$ cat src/include/dase_pkg.sv
package dase_pkg;

  // ----------------------------------------------------------------
  // register map
  // ----------------------------------------------------------------
  localparam logic [3:0] DASE_ADDR_CTRL = 4'h0;
  localparam logic [3:0] DASE_ADDR_SYND = 4'h4;
  localparam int DASE_CTRL_RELAX_BIT = 0;
  localparam int DASE_CTRL_CAPT_BIT = 1;
  localparam logic [1:0] DASE_CTRL_RESET = 2'h2;
  localparam int DASE_SYND_CODE_LSB = 0;
  localparam int DASE_SYND_WRITE_BIT = 6;
  localparam int DASE_SYND_WALK_BIT = 7;
  localparam int DASE_SYND_VALID_BIT = 8;
  localparam int DASE_SYND_ILLEGAL_BIT = 9;

  // ----------------------------------------------------------------
  // status code values
  // ----------------------------------------------------------------
  localparam logic [5:0] DASE_ADDR_SIZE_L0 = 6'h00;
  localparam logic [5:0] DASE_TRANSL_L0 = 6'h04;
  localparam logic [5:0] DASE_ACCESS_BASE = 6'h08;
  localparam logic [5:0] DASE_EXT_ABORT = 6'h10;
  localparam logic [5:0] DASE_TAG_CHECK = 6'h11;
  localparam logic [5:0] DASE_EXT_WALK_LM1 = 6'h13;
  localparam logic [5:0] DASE_EXT_WALK_L0 = 6'h14;
  localparam logic [5:0] DASE_PARITY = 6'h18;
  localparam logic [5:0] DASE_PARITY_WALK_LM1 = 6'h1b;
  localparam logic [5:0] DASE_PARITY_WALK_L0 = 6'h1c;
  localparam logic [5:0] DASE_ALIGNMENT = 6'h21;
  localparam logic [5:0] DASE_GPF_WALK_LM1 = 6'h23;
  localparam logic [5:0] DASE_GPF_WALK_L0 = 6'h24;
  localparam logic [5:0] DASE_GPF = 6'h28;
  localparam logic [5:0] DASE_ADDR_SIZE_LM1 = 6'h29;
  localparam logic [5:0] DASE_TRANSL_LM1 = 6'h2b;
  localparam logic [5:0] DASE_TLB_CONFLICT = 6'h30;
  localparam logic [5:0] DASE_UNSUP_ATOMIC_HW = 6'h31;
  localparam logic [5:0] DASE_LOCKDOWN = 6'h32;
  localparam logic [5:0] DASE_UNSUP_EXCL = 6'h33;

  // lookup level, two's complement: 3'h7 is level -1
  localparam logic [2:0] DASE_LEVEL_M1 = 3'h7;

  // ----------------------------------------------------------------
  // types
  // ----------------------------------------------------------------
  typedef enum logic [3:0] {
    DASE_K_ADDR_SIZE = 4'h0,
    DASE_K_TRANSLATION = 4'h1,
    DASE_K_ACCESS_FLAG = 4'h2,
    DASE_K_PERMISSION = 4'h3,
    DASE_K_EXT_ABORT = 4'h4,
    DASE_K_TAG_CHECK = 4'h5,
    DASE_K_PARITY = 4'h6,
    DASE_K_ALIGNMENT = 4'h7,
    DASE_K_GPF = 4'h8,
    DASE_K_TLB_CONFLICT = 4'h9,
    DASE_K_UNSUP_ATOMIC_HW = 4'ha,
    DASE_K_LOCKDOWN = 4'hb,
    DASE_K_UNSUP_EXCL = 4'hc
  } dase_kind_t;

  typedef struct packed {
    dase_kind_t kind;
    logic [2:0] level;
    logic on_walk;
    logic is_write;
    logic is_cache_maint;
    logic is_atomic;
    logic atomic_read_faults;
    logic stage2;
    logic s1_walk;
  } dase_req_t;

  typedef struct packed {
    logic valid;
    logic stage1_walk_fault_flag;
    logic write_not_read_flag;
    logic [5:0] data_fault_status_code;
  } dase_synd_t;

endpackage : dase_pkg

$ cat src/rtl/dase_encoder.sv
// Chosen here: the register addresses and the address-and-strobe port.
`timescale 1ns/100ps

// Operation
// - flag is 0 for a reading instruction, 1 for a writing one.
// - cache maintenance and address translation faults always report the flag as 1; only cache maintenance is forced to 1, translation faults follow is_write.
// - atomic read-write: 0 if a plain read would fault, else 1.
// - optional: stage 2 aborts on stage 1 walks for atomics may report 0.
// - flag is unknown for external aborts on atomics and codes 0x35, 0x31.
// - warm reset need not give either field a defined value.
// - status code is six bits, in syndrome bits 5 down to 0.
// - address size faults encode 0x00 to 0x03 for levels 0 to 3.
// - translation faults encode 0x04 to 0x07 for levels 0 to 3.
// - access flag faults encode 0x09 to 0x0b for levels 1 to 3.
// - no access flag or permission fault is ever reported at level 0.
// - external abort not on a walk or table update encodes 0x10.
// - external abort on walk 0x14 to 0x17; level -1 0x13 with wide addresses.
// - synchronous tag check fault encodes 0x11.
// - without reliability feature parity error 0x18, on walks 0x1c to 0x1f.
// - without reliability, with wide addresses, level -1 walk parity error is 0x1b.
// - granule protection on walk 0x24 to 0x27, not on walk 0x28.
// - granule protection on level -1 walk with wide addresses is 0x23.
// - wide addresses: level -1 address size 0x29, translation 0x2b.
// - alignment 0x21, TLB conflict 0x30, unsupported atomic update 0x31.
// - lockdown fault 0x32, unsupported exclusive or atomic access 0x33.
// - no reserved status code value is ever produced.
// - with the walk flag set, level is that of the stage 2 lookup.
// - walk flag bit 7 is set for stage 2 faults on stage 1 walks.
module dase_encoder
  import dase_pkg::*;
#(
  parameter bit WIDE_PA = 1'b1,
  parameter bit RELIABILITY = 1'b0,
  parameter bit REALM_MGMT = 1'b1,
  parameter bit MEM_TAGGING = 1'b1,
  parameter bit RELAX_ALLOWED = 1'b1,
  parameter logic [5:0] PERM_L1 = 6'h0d,
  parameter logic [5:0] PERM_L2 = 6'h0e,
  parameter logic [5:0] PERM_L3 = 6'h0f
)
(
  // clock and reset
  input wire logic clk,
  input wire logic sys_rst,
  // abort from the core
  input wire logic abort_valid,
  input wire dase_req_t abort_req,
  // register port
  input wire logic [3:0] reg_addr,
  input wire logic [31:0] reg_wdata,
  input wire logic reg_wr,
  input wire logic reg_rd,
  output logic [31:0] reg_rdata,
  // captured syndrome
  output dase_synd_t synd,
  output logic synd_taken,
  output logic illegal
);

  // ----------------------------------------------------------------
  // encoding
  // ----------------------------------------------------------------

  // level n code from a level 0 base
  function automatic logic [5:0] dase_lvl(input logic [5:0] base, input logic [1:0] lvl);
    dase_lvl = base + {4'h0, lvl};
  endfunction : dase_lvl

  // returns {legal, code}; illegal combinations never reach the syndrome
  function automatic logic [6:0] dase_encode(input dase_req_t r);
    logic lm1;
    logic l03;
    logic legal;
    logic [5:0] code;
    lm1 = (r.level == DASE_LEVEL_M1);
    l03 = ~r.level[2];
    legal = 1'b0;
    code = 6'h00;
    // level carries the stage 2 lookup level when walking
    unique case (r.kind)
      DASE_K_ADDR_SIZE:
      begin
        if (l03)
        begin
          legal = 1'b1;
          code = dase_lvl(DASE_ADDR_SIZE_L0, r.level[1:0]);
        end
        else if (lm1 && WIDE_PA)
        begin
          legal = 1'b1;
          code = DASE_ADDR_SIZE_LM1;
        end
      end
      DASE_K_TRANSLATION:
      begin
        if (l03)
        begin
          legal = 1'b1;
          code = dase_lvl(DASE_TRANSL_L0, r.level[1:0]);
        end
        else if (lm1 && WIDE_PA)
        begin
          legal = 1'b1;
          code = DASE_TRANSL_LM1;
        end
      end
      DASE_K_ACCESS_FLAG:
      begin
        // never at level 0
        if (l03 && r.level[1:0] != 2'h0)
        begin
          legal = 1'b1;
          code = dase_lvl(DASE_ACCESS_BASE, r.level[1:0]);
        end
      end
      DASE_K_PERMISSION:
      begin
        if (l03 && r.level[1:0] != 2'h0)
        begin
          legal = 1'b1;
          // open encodings held as parameters
          unique case (r.level[1:0])
            2'h1: code = PERM_L1;
            2'h2: code = PERM_L2;
            default: code = PERM_L3;
          endcase
        end
      end
      DASE_K_EXT_ABORT:
      begin
        if (!r.on_walk)
        begin
          legal = 1'b1;
          code = DASE_EXT_ABORT;
        end
        else if (l03)
        begin
          legal = 1'b1;
          code = dase_lvl(DASE_EXT_WALK_L0, r.level[1:0]);
        end
        else if (lm1 && WIDE_PA)
        begin
          legal = 1'b1;
          code = DASE_EXT_WALK_LM1;
        end
      end
      DASE_K_TAG_CHECK:
      begin
        legal = MEM_TAGGING;
        code = DASE_TAG_CHECK;
      end
      DASE_K_PARITY:
      begin
        if (!RELIABILITY)
        begin
          if (!r.on_walk)
          begin
            legal = 1'b1;
            code = DASE_PARITY;
          end
          else if (l03)
          begin
            legal = 1'b1;
            code = dase_lvl(DASE_PARITY_WALK_L0, r.level[1:0]);
          end
          else if (lm1 && WIDE_PA)
          begin
            legal = 1'b1;
            code = DASE_PARITY_WALK_LM1;
          end
        end
      end
      DASE_K_ALIGNMENT:
      begin
        legal = 1'b1;
        code = DASE_ALIGNMENT;
      end
      DASE_K_GPF:
      begin
        if (REALM_MGMT)
        begin
          if (!r.on_walk)
          begin
            legal = 1'b1;
            code = DASE_GPF;
          end
          else if (l03)
          begin
            legal = 1'b1;
            code = dase_lvl(DASE_GPF_WALK_L0, r.level[1:0]);
          end
          else if (lm1 && WIDE_PA)
          begin
            legal = 1'b1;
            code = DASE_GPF_WALK_LM1;
          end
        end
      end
      DASE_K_TLB_CONFLICT:
      begin
        legal = 1'b1;
        code = DASE_TLB_CONFLICT;
      end
      DASE_K_UNSUP_ATOMIC_HW:
      begin
        legal = 1'b1;
        code = DASE_UNSUP_ATOMIC_HW;
      end
      DASE_K_LOCKDOWN:
      begin
        legal = 1'b1;
        code = DASE_LOCKDOWN;
      end
      DASE_K_UNSUP_EXCL:
      begin
        legal = 1'b1;
        code = DASE_UNSUP_EXCL;
      end
      default:
      begin
        legal = 1'b0;
        code = 6'h00;
      end
    endcase
    dase_encode = {legal, code};
  endfunction : dase_encode

  // ----------------------------------------------------------------
  // state
  // ----------------------------------------------------------------
  logic [1:0] ctrl_q;
  logic [1:0] ctrl_d;
  dase_synd_t synd_q;
  dase_synd_t synd_d;
  logic taken_q;
  logic taken_d;
  logic illegal_q;
  logic illegal_d;
  logic [31:0] rdata_q;
  logic [31:0] rdata_d;
  logic [6:0] enc;
  logic wr_flag;
  logic relax;
  logic clr_valid;
  logic clr_illegal;

  // code and legality of the incoming abort
  assign enc = dase_encode(abort_req);
  assign relax = RELAX_ALLOWED & ctrl_q[DASE_CTRL_RELAX_BIT];

  // write-not-read flag selection
  always_comb
  begin
    if (abort_req.is_cache_maint)
      wr_flag = 1'b1;
    else if (abort_req.is_atomic)
    begin
      // external aborts on atomics take this path too; any value is allowed
      if (relax && abort_req.stage2 && abort_req.s1_walk)
        wr_flag = 1'b0;
      else
        wr_flag = ~abort_req.atomic_read_faults;
    end
    else
      wr_flag = abort_req.is_write;
  end

  // software clears by writing one to a status bit
  assign clr_valid = reg_wr && reg_addr == DASE_ADDR_SYND && reg_wdata[DASE_SYND_VALID_BIT];
  assign clr_illegal = reg_wr && reg_addr == DASE_ADDR_SYND && reg_wdata[DASE_SYND_ILLEGAL_BIT];

  // ----------------------------------------------------------------
  // next state
  // ----------------------------------------------------------------

  // capture, status and register reads
  always_comb
  begin
    ctrl_d = ctrl_q;
    synd_d = synd_q;
    taken_d = 1'b0;
    illegal_d = illegal_q;
    rdata_d = 32'h0000_0000;
    if (reg_wr && reg_addr == DASE_ADDR_CTRL)
      ctrl_d = reg_wdata[1:0];
    if (clr_valid)
      synd_d.valid = 1'b0;
    if (clr_illegal)
      illegal_d = 1'b0;
    // a capture in the same cycle as a clear wins
    if (abort_valid && ctrl_q[DASE_CTRL_CAPT_BIT])
    begin
      if (enc[6])
      begin
        // all fields move together
        synd_d.data_fault_status_code = enc[5:0];
        synd_d.write_not_read_flag = wr_flag;
        synd_d.stage1_walk_fault_flag = abort_req.stage2 & abort_req.s1_walk;
        synd_d.valid = 1'b1;
        taken_d = 1'b1;
      end
      else
        illegal_d = 1'b1;
    end
    if (reg_rd)
    begin
      if (reg_addr == DASE_ADDR_CTRL)
        rdata_d = {30'h0, ctrl_q};
      else if (reg_addr == DASE_ADDR_SYND)
        rdata_d = {22'h0, illegal_q, synd_q};
    end
  end

  // ----------------------------------------------------------------
  // registers
  // ----------------------------------------------------------------

  // defined reset values, though any would do
  always_ff @(posedge clk or posedge sys_rst)
  begin
    if (sys_rst)
    begin
      ctrl_q <= DASE_CTRL_RESET;
      synd_q <= '0;
      taken_q <= 1'b0;
      illegal_q <= 1'b0;
      rdata_q <= 32'h0000_0000;
    end
    else
    begin
      ctrl_q <= ctrl_d;
      synd_q <= synd_d;
      taken_q <= taken_d;
      illegal_q <= illegal_d;
      rdata_q <= rdata_d;
    end
  end

  // outputs straight from flops
  assign synd = synd_q;
  assign synd_taken = taken_q;
  assign illegal = illegal_q;
  assign reg_rdata = rdata_q;

endmodule : dase_encoder

$ cat config.mk
export PLATFORM = sky130hd
export DESIGN_NAME = dase_encoder
export DESIGN_NICKNAME = d
export VERILOG_FILES = /design/src/include/dase_pkg.sv /design/src/rtl/dase_encoder.sv
export SDC_FILE = /design/constraint.sdc
export NUM_CORES = 1
export LEC_CHECK = 0
export ABC_CLOCK_PERIOD_IN_PS = 1900
export BUFFER_PORTS_ARGS = -buffer_cell sky130_fd_sc_hd__buf_2
export CAP_MARGIN = 20
export CORE_MARGIN = 3
export CORE_UTILIZATION = 41
export DETAILED_ROUTE_END_ITERATION = 12
export PLACE_DENSITY = 0.8
export REMOVE_ABC_BUFFERS = 1
export SYNTH_ARGS = -nofsm -noshare
export SYNTH_HDL_FRONTEND = slang
export SYNTH_SLANG_ARGS = --single-unit
$ cat constraint.sdc
create_clock -name clk -period 1.9 [get_ports clk]
set_input_delay 0.38 -clock clk [delete_from_list [all_inputs] [get_ports clk]]
set_output_delay 0.38 -clock clk [all_outputs]
set_load 0.01 [all_outputs]
==> results list, run 1 <==
* Pre-CTS setup slack: 101 ps
- In the layout the commonest cells are sky130_fd_sc_hd__buf_2, sky130_fd_sc_hd__conb_1, sky130_fd_sc_hd__dfrtp_1, sky130_fd_sc_hd__nand2_1, sky130_fd_sc_hd__and2_1.
- The number of antenna diodes in the final layout is 0.
- Total vias in the final route: 1141
- Worst hold path type: input pin to async pin
- Most common cell after layout, fill and taps aside: sky130_fd_sc_hd__buf_2
- Wire length of the first global-routing pass: 4.37 mm
* NumNets Final: 249
- The synthesized netlist contains 38 unique library cells.
* Startpoint of the most critical setup path: abort_req[11]
- Summing the sequential cell areas from Yosys gives 41.5% of the chip area.
- The clock period could shrink to 1490 ps.
* Sw power: 399 uW
* Status: finished, final reports clean
* Total Neg Setup Slack: 0 ps
- Overall die width: 64.2 um
- DRC violation count after routing: 0
- The floorplan step defined a die boundary enclosing 4120 sq um.
- The worst register-to-register path begins at ctrl_q[1].
* Sequential Power Share: 52.0%
- Bufs on Longest Clock Path: 2
- Min setup slack post-route: 411 ps
- In this run the post-CTS setup repair buffer count came out at 0.
* Quantity of I/O buffers inserted on ports: 47
- Clock slew seen by the registers of the worst setup and hold paths: 120 ps
- Post-synthesis area per instance: 9.72 sq um
- Number of antenna violations at the first check in global routing: 0
- Number of global-route vias before repair: 1015
- Syn Std Cell Area: 1390 sq um
- Placed wire-length estimate after detailed placement: 2.25 mm
- CTS built an H-tree with a depth of 1.
* Final cell area excluding filler cells: 1630 sq um
* Number of routed nets with antenna violations: 0
- Unrepaired setup endpoints after global routing: false
- Core Footprint: 3150 sq um
* Die Span Y: 64.2 um
* Synth Instances: 143
* Switching share of total power: 31.9%
* Final Wtd Congestion: 0.877
- Internal power: 852 uW
- Counting tap cells, the placed design contains a total of 233 instances.
- The largest individual stage delay along the critical path comes from the cell sky130_fd_sc_hd__mux2_2.
- Post-CTS Resized: 0
- Critical path cell sequence: buf_2, nand2b_1, a21boi_0, o21ai_1, a21oi_4, mux2_2
- Gr usage total: 13.2%
- Across the run, the number of max-cap violations was 0.
* Violation count after the first detailed-routing iteration: 45
- VDD sags by at most 268 uV.
- Number of ports placed on the die boundary: 98
- For this run, the slowest stage of the critical path takes 370 ps.
- Initial DRT Pass Iterations: 4
- After detailed placement, the total cell area comes to 1600 sq um.
- In this run, CTS created clock tree buffers numbering 3.
* Routed wire per std cell: 11.4 um
* Ratio of final minimum period to clock period: 78.4%
- Share of cells above drive strength 1: 35.2%
- CTS placed an instance of sky130_fd_sc_hd__clkbuf_4 at the clock tree root.
* Via density: 4.81
- Insertion delay of the later-clocked pin in the worst-skew pair: 290 ps
* Starting density of the core: 44.1%
* Final hold violations: 0
- Syn. warnings: 0
- Maximum clock rate: 672 MHz
- The worst register-to-register path ends at synd[5].
- Static power due to leakage: 0.862 nW
* Largest net degree at the start of global routing: 14
- Clock group share of total power: 16.6%
- After floorplanning, the core was divided into 20 placement rows.
- Total length of routed wires: 2.71 mm
- The critical path is of the input pin to flop type.
- Worst Path Required: 2090 ps
- Final cell count without fillers: 237
- Cell count of the worst reg-to-reg path: 3
- Setup Viol. Count Final: 0
- Combinational logic burns 31.4% of the power.
* FF+latch count, synth: 23
- The final count of pins violating max slew is 0.
- Fill cells in the final layout number 310.
* Endpoint of the most critical setup path: synd[5]
- Utilization of the core after routing: 51.6%
- Cell area power density: 769 nW/um^2
- The setup check on the worst reg-to-reg path leaves a slack of 460 ps.
- Count of clock tree sinks: 23
- TritonCTS clock tree: done
- Area growth syn-to-layout: 17.0%
- In this run the worst path has a maximum fanout of 9.
* Endpoint type of the worst setup path: flop
- The number of hold buffers added after CTS was 0.
* Worst setup skew after layout: 7.99 ps
- Data arrival time of the critical path: 1670 ps
- Critical Path Source Type: input pin
* GRT overflow: 0
## per-layer routing
layer / global-route usage (%) / up-vias / share of wire (%)
met5: 0 / - / 0
met4: 2.37 / 0 / 0.77
met3: 3.69 / 2 / 10
met2: 23.6 / 60 / 49
met1: 15.8 / 518 / 40
li1: - / 561 / -
## Yosys cell counts
| cell | number | area, sq um |
|---|---|---|
| sky130_fd_sc_hd__o31a_1 | 1 | 8.76 |
| sky130_fd_sc_hd__a22o_1 | 2 | 17.5 |
| sky130_fd_sc_hd__mux2i_1 | 3 | 30.0 |
| sky130_fd_sc_hd__nor2_1 | 6 | 22.5 |
| sky130_fd_sc_hd__dfrtp_1 | 22 | 551 |
| sky130_fd_sc_hd__and2_1 | 10 | 62.6 |
| sky130_fd_sc_hd__buf_4 | 24 | 180 |
| sky130_fd_sc_hd__o22ai_1 | 1 | 6.26 |
| sky130_fd_sc_hd__buf_2 | 2 | 10.0 |
| sky130_fd_sc_hd__a21o_1 | 2 | 15.0 |
| sky130_fd_sc_hd__o311ai_0 | 2 | 17.5 |
| sky130_fd_sc_hd__nor3_1 | 1 | 5.00 |
| sky130_fd_sc_hd__a21boi_0 | 1 | 7.51 |
| sky130_fd_sc_hd__o211ai_2 | 1 | 12.5 |
| sky130_fd_sc_hd__a31oi_1 | 3 | 18.8 |
| sky130_fd_sc_hd__o21ai_1 | 2 | 10.0 |
| sky130_fd_sc_hd__mux2_2 | 9 | 101 |
| sky130_fd_sc_hd__inv_1 | 8 | 30.0 |
| sky130_fd_sc_hd__a211o_1 | 1 | 8.76 |
| sky130_fd_sc_hd__and3_1 | 1 | 6.26 |
| sky130_fd_sc_hd__o2bb2ai_1 | 2 | 17.5 |
| sky130_fd_sc_hd__nand4_1 | 3 | 18.8 |
| sky130_fd_sc_hd__nor2b_1 | 3 | 18.8 |
| sky130_fd_sc_hd__a21oi_4 | 1 | 16.3 |
| sky130_fd_sc_hd__o21ai_0 | 5 | 25.0 |
| sky130_fd_sc_hd__a21oi_1 | 3 | 15.0 |
| sky130_fd_sc_hd__conb_1 | 1 | 3.75 |
| sky130_fd_sc_hd__dfstp_2 | 1 | 26.3 |
| sky130_fd_sc_hd__nand2_1 | 10 | 37.5 |
| sky130_fd_sc_hd__nor4_1 | 1 | 6.26 |
| sky130_fd_sc_hd__a311oi_1 | 1 | 8.76 |
| sky130_fd_sc_hd__a21boi_2 | 1 | 11.3 |
| sky130_fd_sc_hd__o2111ai_1 | 1 | 8.76 |
| sky130_fd_sc_hd__xnor2_1 | 1 | 8.76 |
| sky130_fd_sc_hd__nand3_1 | 3 | 15.0 |
| sky130_fd_sc_hd__nand2b_1 | 2 | 12.5 |
| sky130_fd_sc_hd__o211a_1 | 1 | 10.0 |
| sky130_fd_sc_hd__o221ai_1 | 1 | 8.76 |
## flip-flops by register name, indices dropped and copies added, names as in the netlist
| name | cells |
|---|---|
| illegal | 1 |
| synd | 9 |
| reg_rdata | 10 |
| ctrl_q | 2 |
| synd_taken | 1 |
## power by group through the flow
| stage | Sequential, mW | Combinational, mW | Clock, mW |
|---|---|---|---|
| after floorplan | 0.693 | 0.184 | 0 |
| after global placement | 0.659 | 0.390 | 0 |
| after detailed placement | 0.663 | 0.394 | 0 |
| after CTS | 0.653 | 0.395 | 0.217 |
| after global routing | 0.667 | 0.439 | 0.238 |
| final | 0.651 | 0.393 | 0.207 |
## worst min-delay path by stage
stage	cells past startpoint	endpoint	slack, ps
after CTS	2	synd[6]	60
after floorplan	1	ctrl_q[0]	380
final	2	synd[6]	50
after detailed placement	2	synd[6]	390
after global placement	2	reg_rdata[6]	390
after global routing	2	reg_rdata[6]	70
## worst max-delay path: cells and delay by family
family | cells | cell delay [ps]
AO/OA/AOI/OAI | 3 | 630
buffers and inverters | 1 | 140
multiplexers | 1 | 370
AND/OR/NAND/NOR | 1 | 140
## final cells by class
| cell class | instances | area (sq um) | share of cell area, % |
|---|---|---|---|
| clock inverters | 1 | 5.00 | 0.308 |
| flip-flops and latches | 23 | 577 | 35.5 |
| inverters | 8 | 30.0 | 1.85 |
| well taps | 44 | 55.1 | 3.38 |
| clock buffers | 3 | 22.5 | 1.38 |
| repair buffers | 51 | 265 | 16.3 |
| multi-input cells | 107 | 672 | 41.3 |
## metrics by stage
| step | hold slack (ps) | total power [mW] |
|---|---|---|
| 2_1_floorplan | 381 | 0.877 |
| 3_3_place_gp | 394 | 1.05 |
| 3_5_place_dp | 392 | 1.06 |
| 4_1_cts | 55.4 | 1.26 |
| 5_1_grt | 65.5 | 1.34 |
| 6_report | 49.2 | 1.25 |
## kinds of logic after synthesis
group / synth area share (%)
and+or+nand+nor: 14.8
buffers and inverters: 15.8
AOI/OAI and AO/OA: 17.6
DFF: 41.5
muxes: 9.45
xor gates and xnor gates: 0.630
other: 0.270
(Power assumes the default switching activity.)
==> run 2, diff against run 1 <==
--- a/config.mk
+++ b/config.mk
@@ -5,11 +5,12 @@
 export SDC_FILE = /design/constraint.sdc
 export NUM_CORES = 1
 export LEC_CHECK = 0
-export ABC_CLOCK_PERIOD_IN_PS = 1900
+export ABC_AREA = 1
+export ABC_CLOCK_PERIOD_IN_PS = 1400
 export BUFFER_PORTS_ARGS = -buffer_cell sky130_fd_sc_hd__buf_2
 export CAP_MARGIN = 20
 export CORE_MARGIN = 3
-export CORE_UTILIZATION = 41
+export CORE_UTILIZATION = 42
 export DETAILED_ROUTE_END_ITERATION = 12
 export PLACE_DENSITY = 0.8
 export REMOVE_ABC_BUFFERS = 1
==> constraint.sdc (replaced) <==
create_clock -name clk -period 1.4 [get_ports clk]
set_input_delay 0.28 -clock clk [delete_from_list [all_inputs] [get_ports clk]]
set_output_delay 0.28 -clock clk [all_outputs]
set_load 0.01 [all_outputs]
==> run 2 against run 1 <==
Worst hold slack gained 140 ps; critical path depth shrank 1; critical endpoint is now synd[1]; synthesized cell count grew 44%; via count grew 23%; die area grew 3.1%; critical path type is now flop to flop.
==> results list, run 2 <==
* Top cell type by total area after synthesis: sky130_fd_sc_hd__dfrtp_1
- Max-capacitance violation count: 0 (unchanged)
- The flip-flop and latch area is 577 sq um (unchanged).
- The layout filler cell count came to 328 (+5.8%).
- The final number of hold-violating endpoints is 0 (unchanged).
- Starting density of the core: 46.0% (+1.9 points)
* Setup Viol. Count Final: 0 (unchanged)
- Number of placed instances, taps included: 309 (+33%)
* Core Footprint: 3200 sq um (+1.6%)
- Placement-stage cell area: 1770 sq um (+11%)
- The number of standard cells in the layout, taps in and fillers out is 314 (+32%).
- Max reg flops: 10 (unchanged)
* Total Neg Setup Slack: 0 ps (unchanged)
- Number of routed nets with antenna violations: 0 (unchanged)
- Leaving out fill and tap cells, the most frequent cell in the layout is sky130_fd_sc_hd__nand2_1.
- Fraction of the yosys area taken by sequential cells: 39.2% (-2.3 points)
- The clock slew at the register clock pins of the worst setup and hold paths is 120 ps (about the same).
- Overall die width: 65.2 um (+1.5%)
- The arrival time reported for the critical path endpoint is 1420 ps (-250 ps).
* Maximum level of the CTS H-tree: 1 (unchanged)
- Worst setup skew after layout: 2.07 ps (-5.91 ps)
* Most frequent cells after synthesis: sky130_fd_sc_hd__nand2_1, sky130_fd_sc_hd__buf_4, sky130_fd_sc_hd__dfrtp_1, sky130_fd_sc_hd__nor2_1, sky130_fd_sc_hd__nand3_1
* Cts bufs inserted: 3 (unchanged)
- Status: finished, final reports clean
* Fraction of post-synthesis cell area in the top cell type by area: 37.4% (-2.2 points)
* Critical Path Slowest Stage Cell: sky130_fd_sc_hd__dfstp_2
- Unrepaired setup endpoints after global routing: false
- Maximum clock rate: 823 MHz
- Worst hold path type: input pin to flop
- Bufs on Longest Clock Path: 2 (unchanged)
* Count of flip-flops with a built-in enable after synthesis: 0 (unchanged)
- The number of cells upsized or downsized after cts came to 0 (unchanged).
* Syn Std Cell Area: 1470 sq um (+5.9%)
* Most used cells in the layout excluding fill and tap cells: sky130_fd_sc_hd__nand2_1, sky130_fd_sc_hd__buf_2, sky130_fd_sc_hd__nor2_1, sky130_fd_sc_hd__conb_1, sky130_fd_sc_hd__dfrtp_1
- Routed wire per std cell: 10.2 um (-11%)
- The peak fanout along the critical path was 10 (+1).
- The number of I/O pins came to 98 (unchanged).
* Insertion delay of the later-clocked pin in the worst-skew pair: 310 ps (+20 ps)
- The worst hold slack is 186 ps (+137 ps).
* Total Power: 1.79 mW (+43%)
- Static power due to leakage: 1.10 nW (+27%)
- Cell types occupying the most area after synthesis: sky130_fd_sc_hd__dfrtp_1, sky130_fd_sc_hd__nand2_1, sky130_fd_sc_hd__buf_4, sky130_fd_sc_hd__nand3_1, sky130_fd_sc_hd__nor2_1
* Met3 WL post-DR: 303 um (+11%)
- Critical Path Source Type: flop
* Synth Instances: 206 (+44%)
- The setup path with the least slack is of type flop to flop.
- The number of clock sinks was 23 (unchanged).
* Initial DRT Pass Iterations: 4 (unchanged)
- The final count of pins violating max slew is 0 (unchanged).
- STA classifies the critical path endpoint as a flop.
- The share of post-route cells with drive strength above 1 is 32.6% (-2.6 points).
* Syn. warnings: 0 (unchanged)
- Final Wtd Congestion: 0.870 (-0.87%)
- Number of rows created at floorplan: 20 (unchanged)
- Area growth syn-to-layout: 22.9%
* Post-synth ARST share: 100% (unchanged)
- The total number of vias came to 1401 (+23%).
- The post-route DRC violation count is 0 (unchanged).
- Minimum clock period after layout: 1220 ps
* Post-CTS setup buffer count: 0 (unchanged)
- Clock root cell: sky130_fd_sc_hd__clkbuf_4
- Number of antenna violations at the first check in global routing: 0 (unchanged)
* Number of unique standard cell types used by synthesis: 23 (-39%)
- Via density: 4.46 (-7.3%)
- By instance count, the cell type seen most on the critical path is sky130_fd_sc_hd__nand2_1.
* Die Span Y: 65.2 um (+1.5%)
* Total length of routed wires: 3.19 mm (+18%)
* Quantity of I/O buffers inserted on ports: 47 (unchanged)
- Ratio of final minimum period to clock period: 86.8%
* Wire length of the first global-routing pass: 4.91 mm (+12%)
* Post-synthesis area per instance: 7.15 sq um (-26%)
- Worst Path Required: 1610 ps (-480 ps)
- The wire length on met2 came to 1.56 mm (+18%).
- TritonCTS clock tree: done
- The signal on the critical path passes through nand2_1, clkinv_1, nand2_8, nand2_2, nand2_1.
- Metal1 wirelength: 1.28 mm (+17%)
- The number of buffers and inverters on the critical path was 1 (unchanged).
- The total congestion overflow after global routing is 0 (unchanged).
- The count of routing violations after the opening detailed-route iteration is 137 (+200%).
- The cell area after layout came to 1810 sq um (+11%).
- Max Used Layer: met4
- The power density normalized to cell area is 988 nW/um^2 (+28%).
- The area of combinational cells with multiple inputs was 712 sq um (+6.0%).
- Largest net degree at the start of global routing: 24 (+10)
* Most instantiated flip-flop cell in the synthesis netlist: sky130_fd_sc_hd__dfrtp_1
* Delay contributed by the slowest stage of the critical path: 570 ps (+200 ps)
- The number of global-route vias before repair is 1162 (+14%).
- Number of diodes: 0 (unchanged)
- Area enclosed by the die boundary: 4250 sq um (+3.1%)
* Cell with the most instances after synthesis: sky130_fd_sc_hd__nand2_1
* Largest delay contributor family on the critical path: flip-flops
- Worst supply voltage drop on vdd: 354 uV (+32%)
- The half-perimeter wire length of the detailed placement result came to 2.57 mm (+14%).
- Count of hold buffers inserted by post-cts repair: 1 (+1)
- FF+latch count, synth: 23 (unchanged)
- The final layout net count came to 326 (+31%).
* Gr usage total: 14.5% (+1.3 points)
run 2: final cells by class:
cell class,count,share of cell area [%]
Clock buffer,4,1.45
Inverter,26,5.39
Multi-Input combinational cell,156,39.3
Sequential cell,23,31.9
Tap cell,44,3.04
Timing Repair Buffer,61,18.9
run 2: metal layers:
layer	GRT usage, %	up-vias
li1	-	716
met1	18.4	618
met2	24.8	63
met3	2.39	4
met4	5.44	0
met5	0	-
run 2: report_power, final:
group | total, mW | internal (mW) | switching [mW] | leakage [nW]
clock | 0.298 | 0.111 | 0.187 | 0.0150
combinational | 0.589 | 0.240 | 0.349 | 0.783
sequential | 0.901 | 0.789 | 0.112 | 0.301
total | 1.79 | 1.14 | 0.648 | 1.10
run 2: final timing paths:
| kind | slack [ps] | start | cells past startpoint | to |
|---|---|---|---|---|
| worst min register to register | 490 | ctrl_q[1] | 2 | ctrl_q[1] |
| max in group asynchronous | 580 | sys_rst | 4 | ctrl_q[1] |
| min in group asynchronous | 550 | sys_rst | 4 | reg_rdata[7] |
| worst min-delay path | 190 | reg_wdata[1] | 3 | ctrl_q[1] |
| worst max-delay path | 180 | ctrl_q[1] | 5 | synd[1] |
| worst max register to register | 180 | ctrl_q[1] | 5 | synd[1] |
run 2: logic make-up after synthesis:
logic type      synth area share (%)
other cells                    0.255
flops                           39.2
buf+inv                         17.8
simple gates                    40.4
compound gates                  2.38
run 2: metrics by stage:
step	setup slack [ps]	util (%)
6_report	185	56.5
3_3_place_gp	-76.3	55.4
2_1_floorplan	222	-
5_1_grt	91.7	56.5
3_5_place_dp	-107	55.4
4_1_cts	176	56.5
run 2: worst register-to-register path: stages (launching register included):
cell and delay, ps:
sky130_fd_sc_hd__dfstp_2 570, sky130_fd_sc_hd__nand2_1 80, sky130_fd_sc_hd__clkinv_1 220, sky130_fd_sc_hd__nand2_8 130, sky130_fd_sc_hd__nand2_2 70, sky130_fd_sc_hd__nand2_1 50
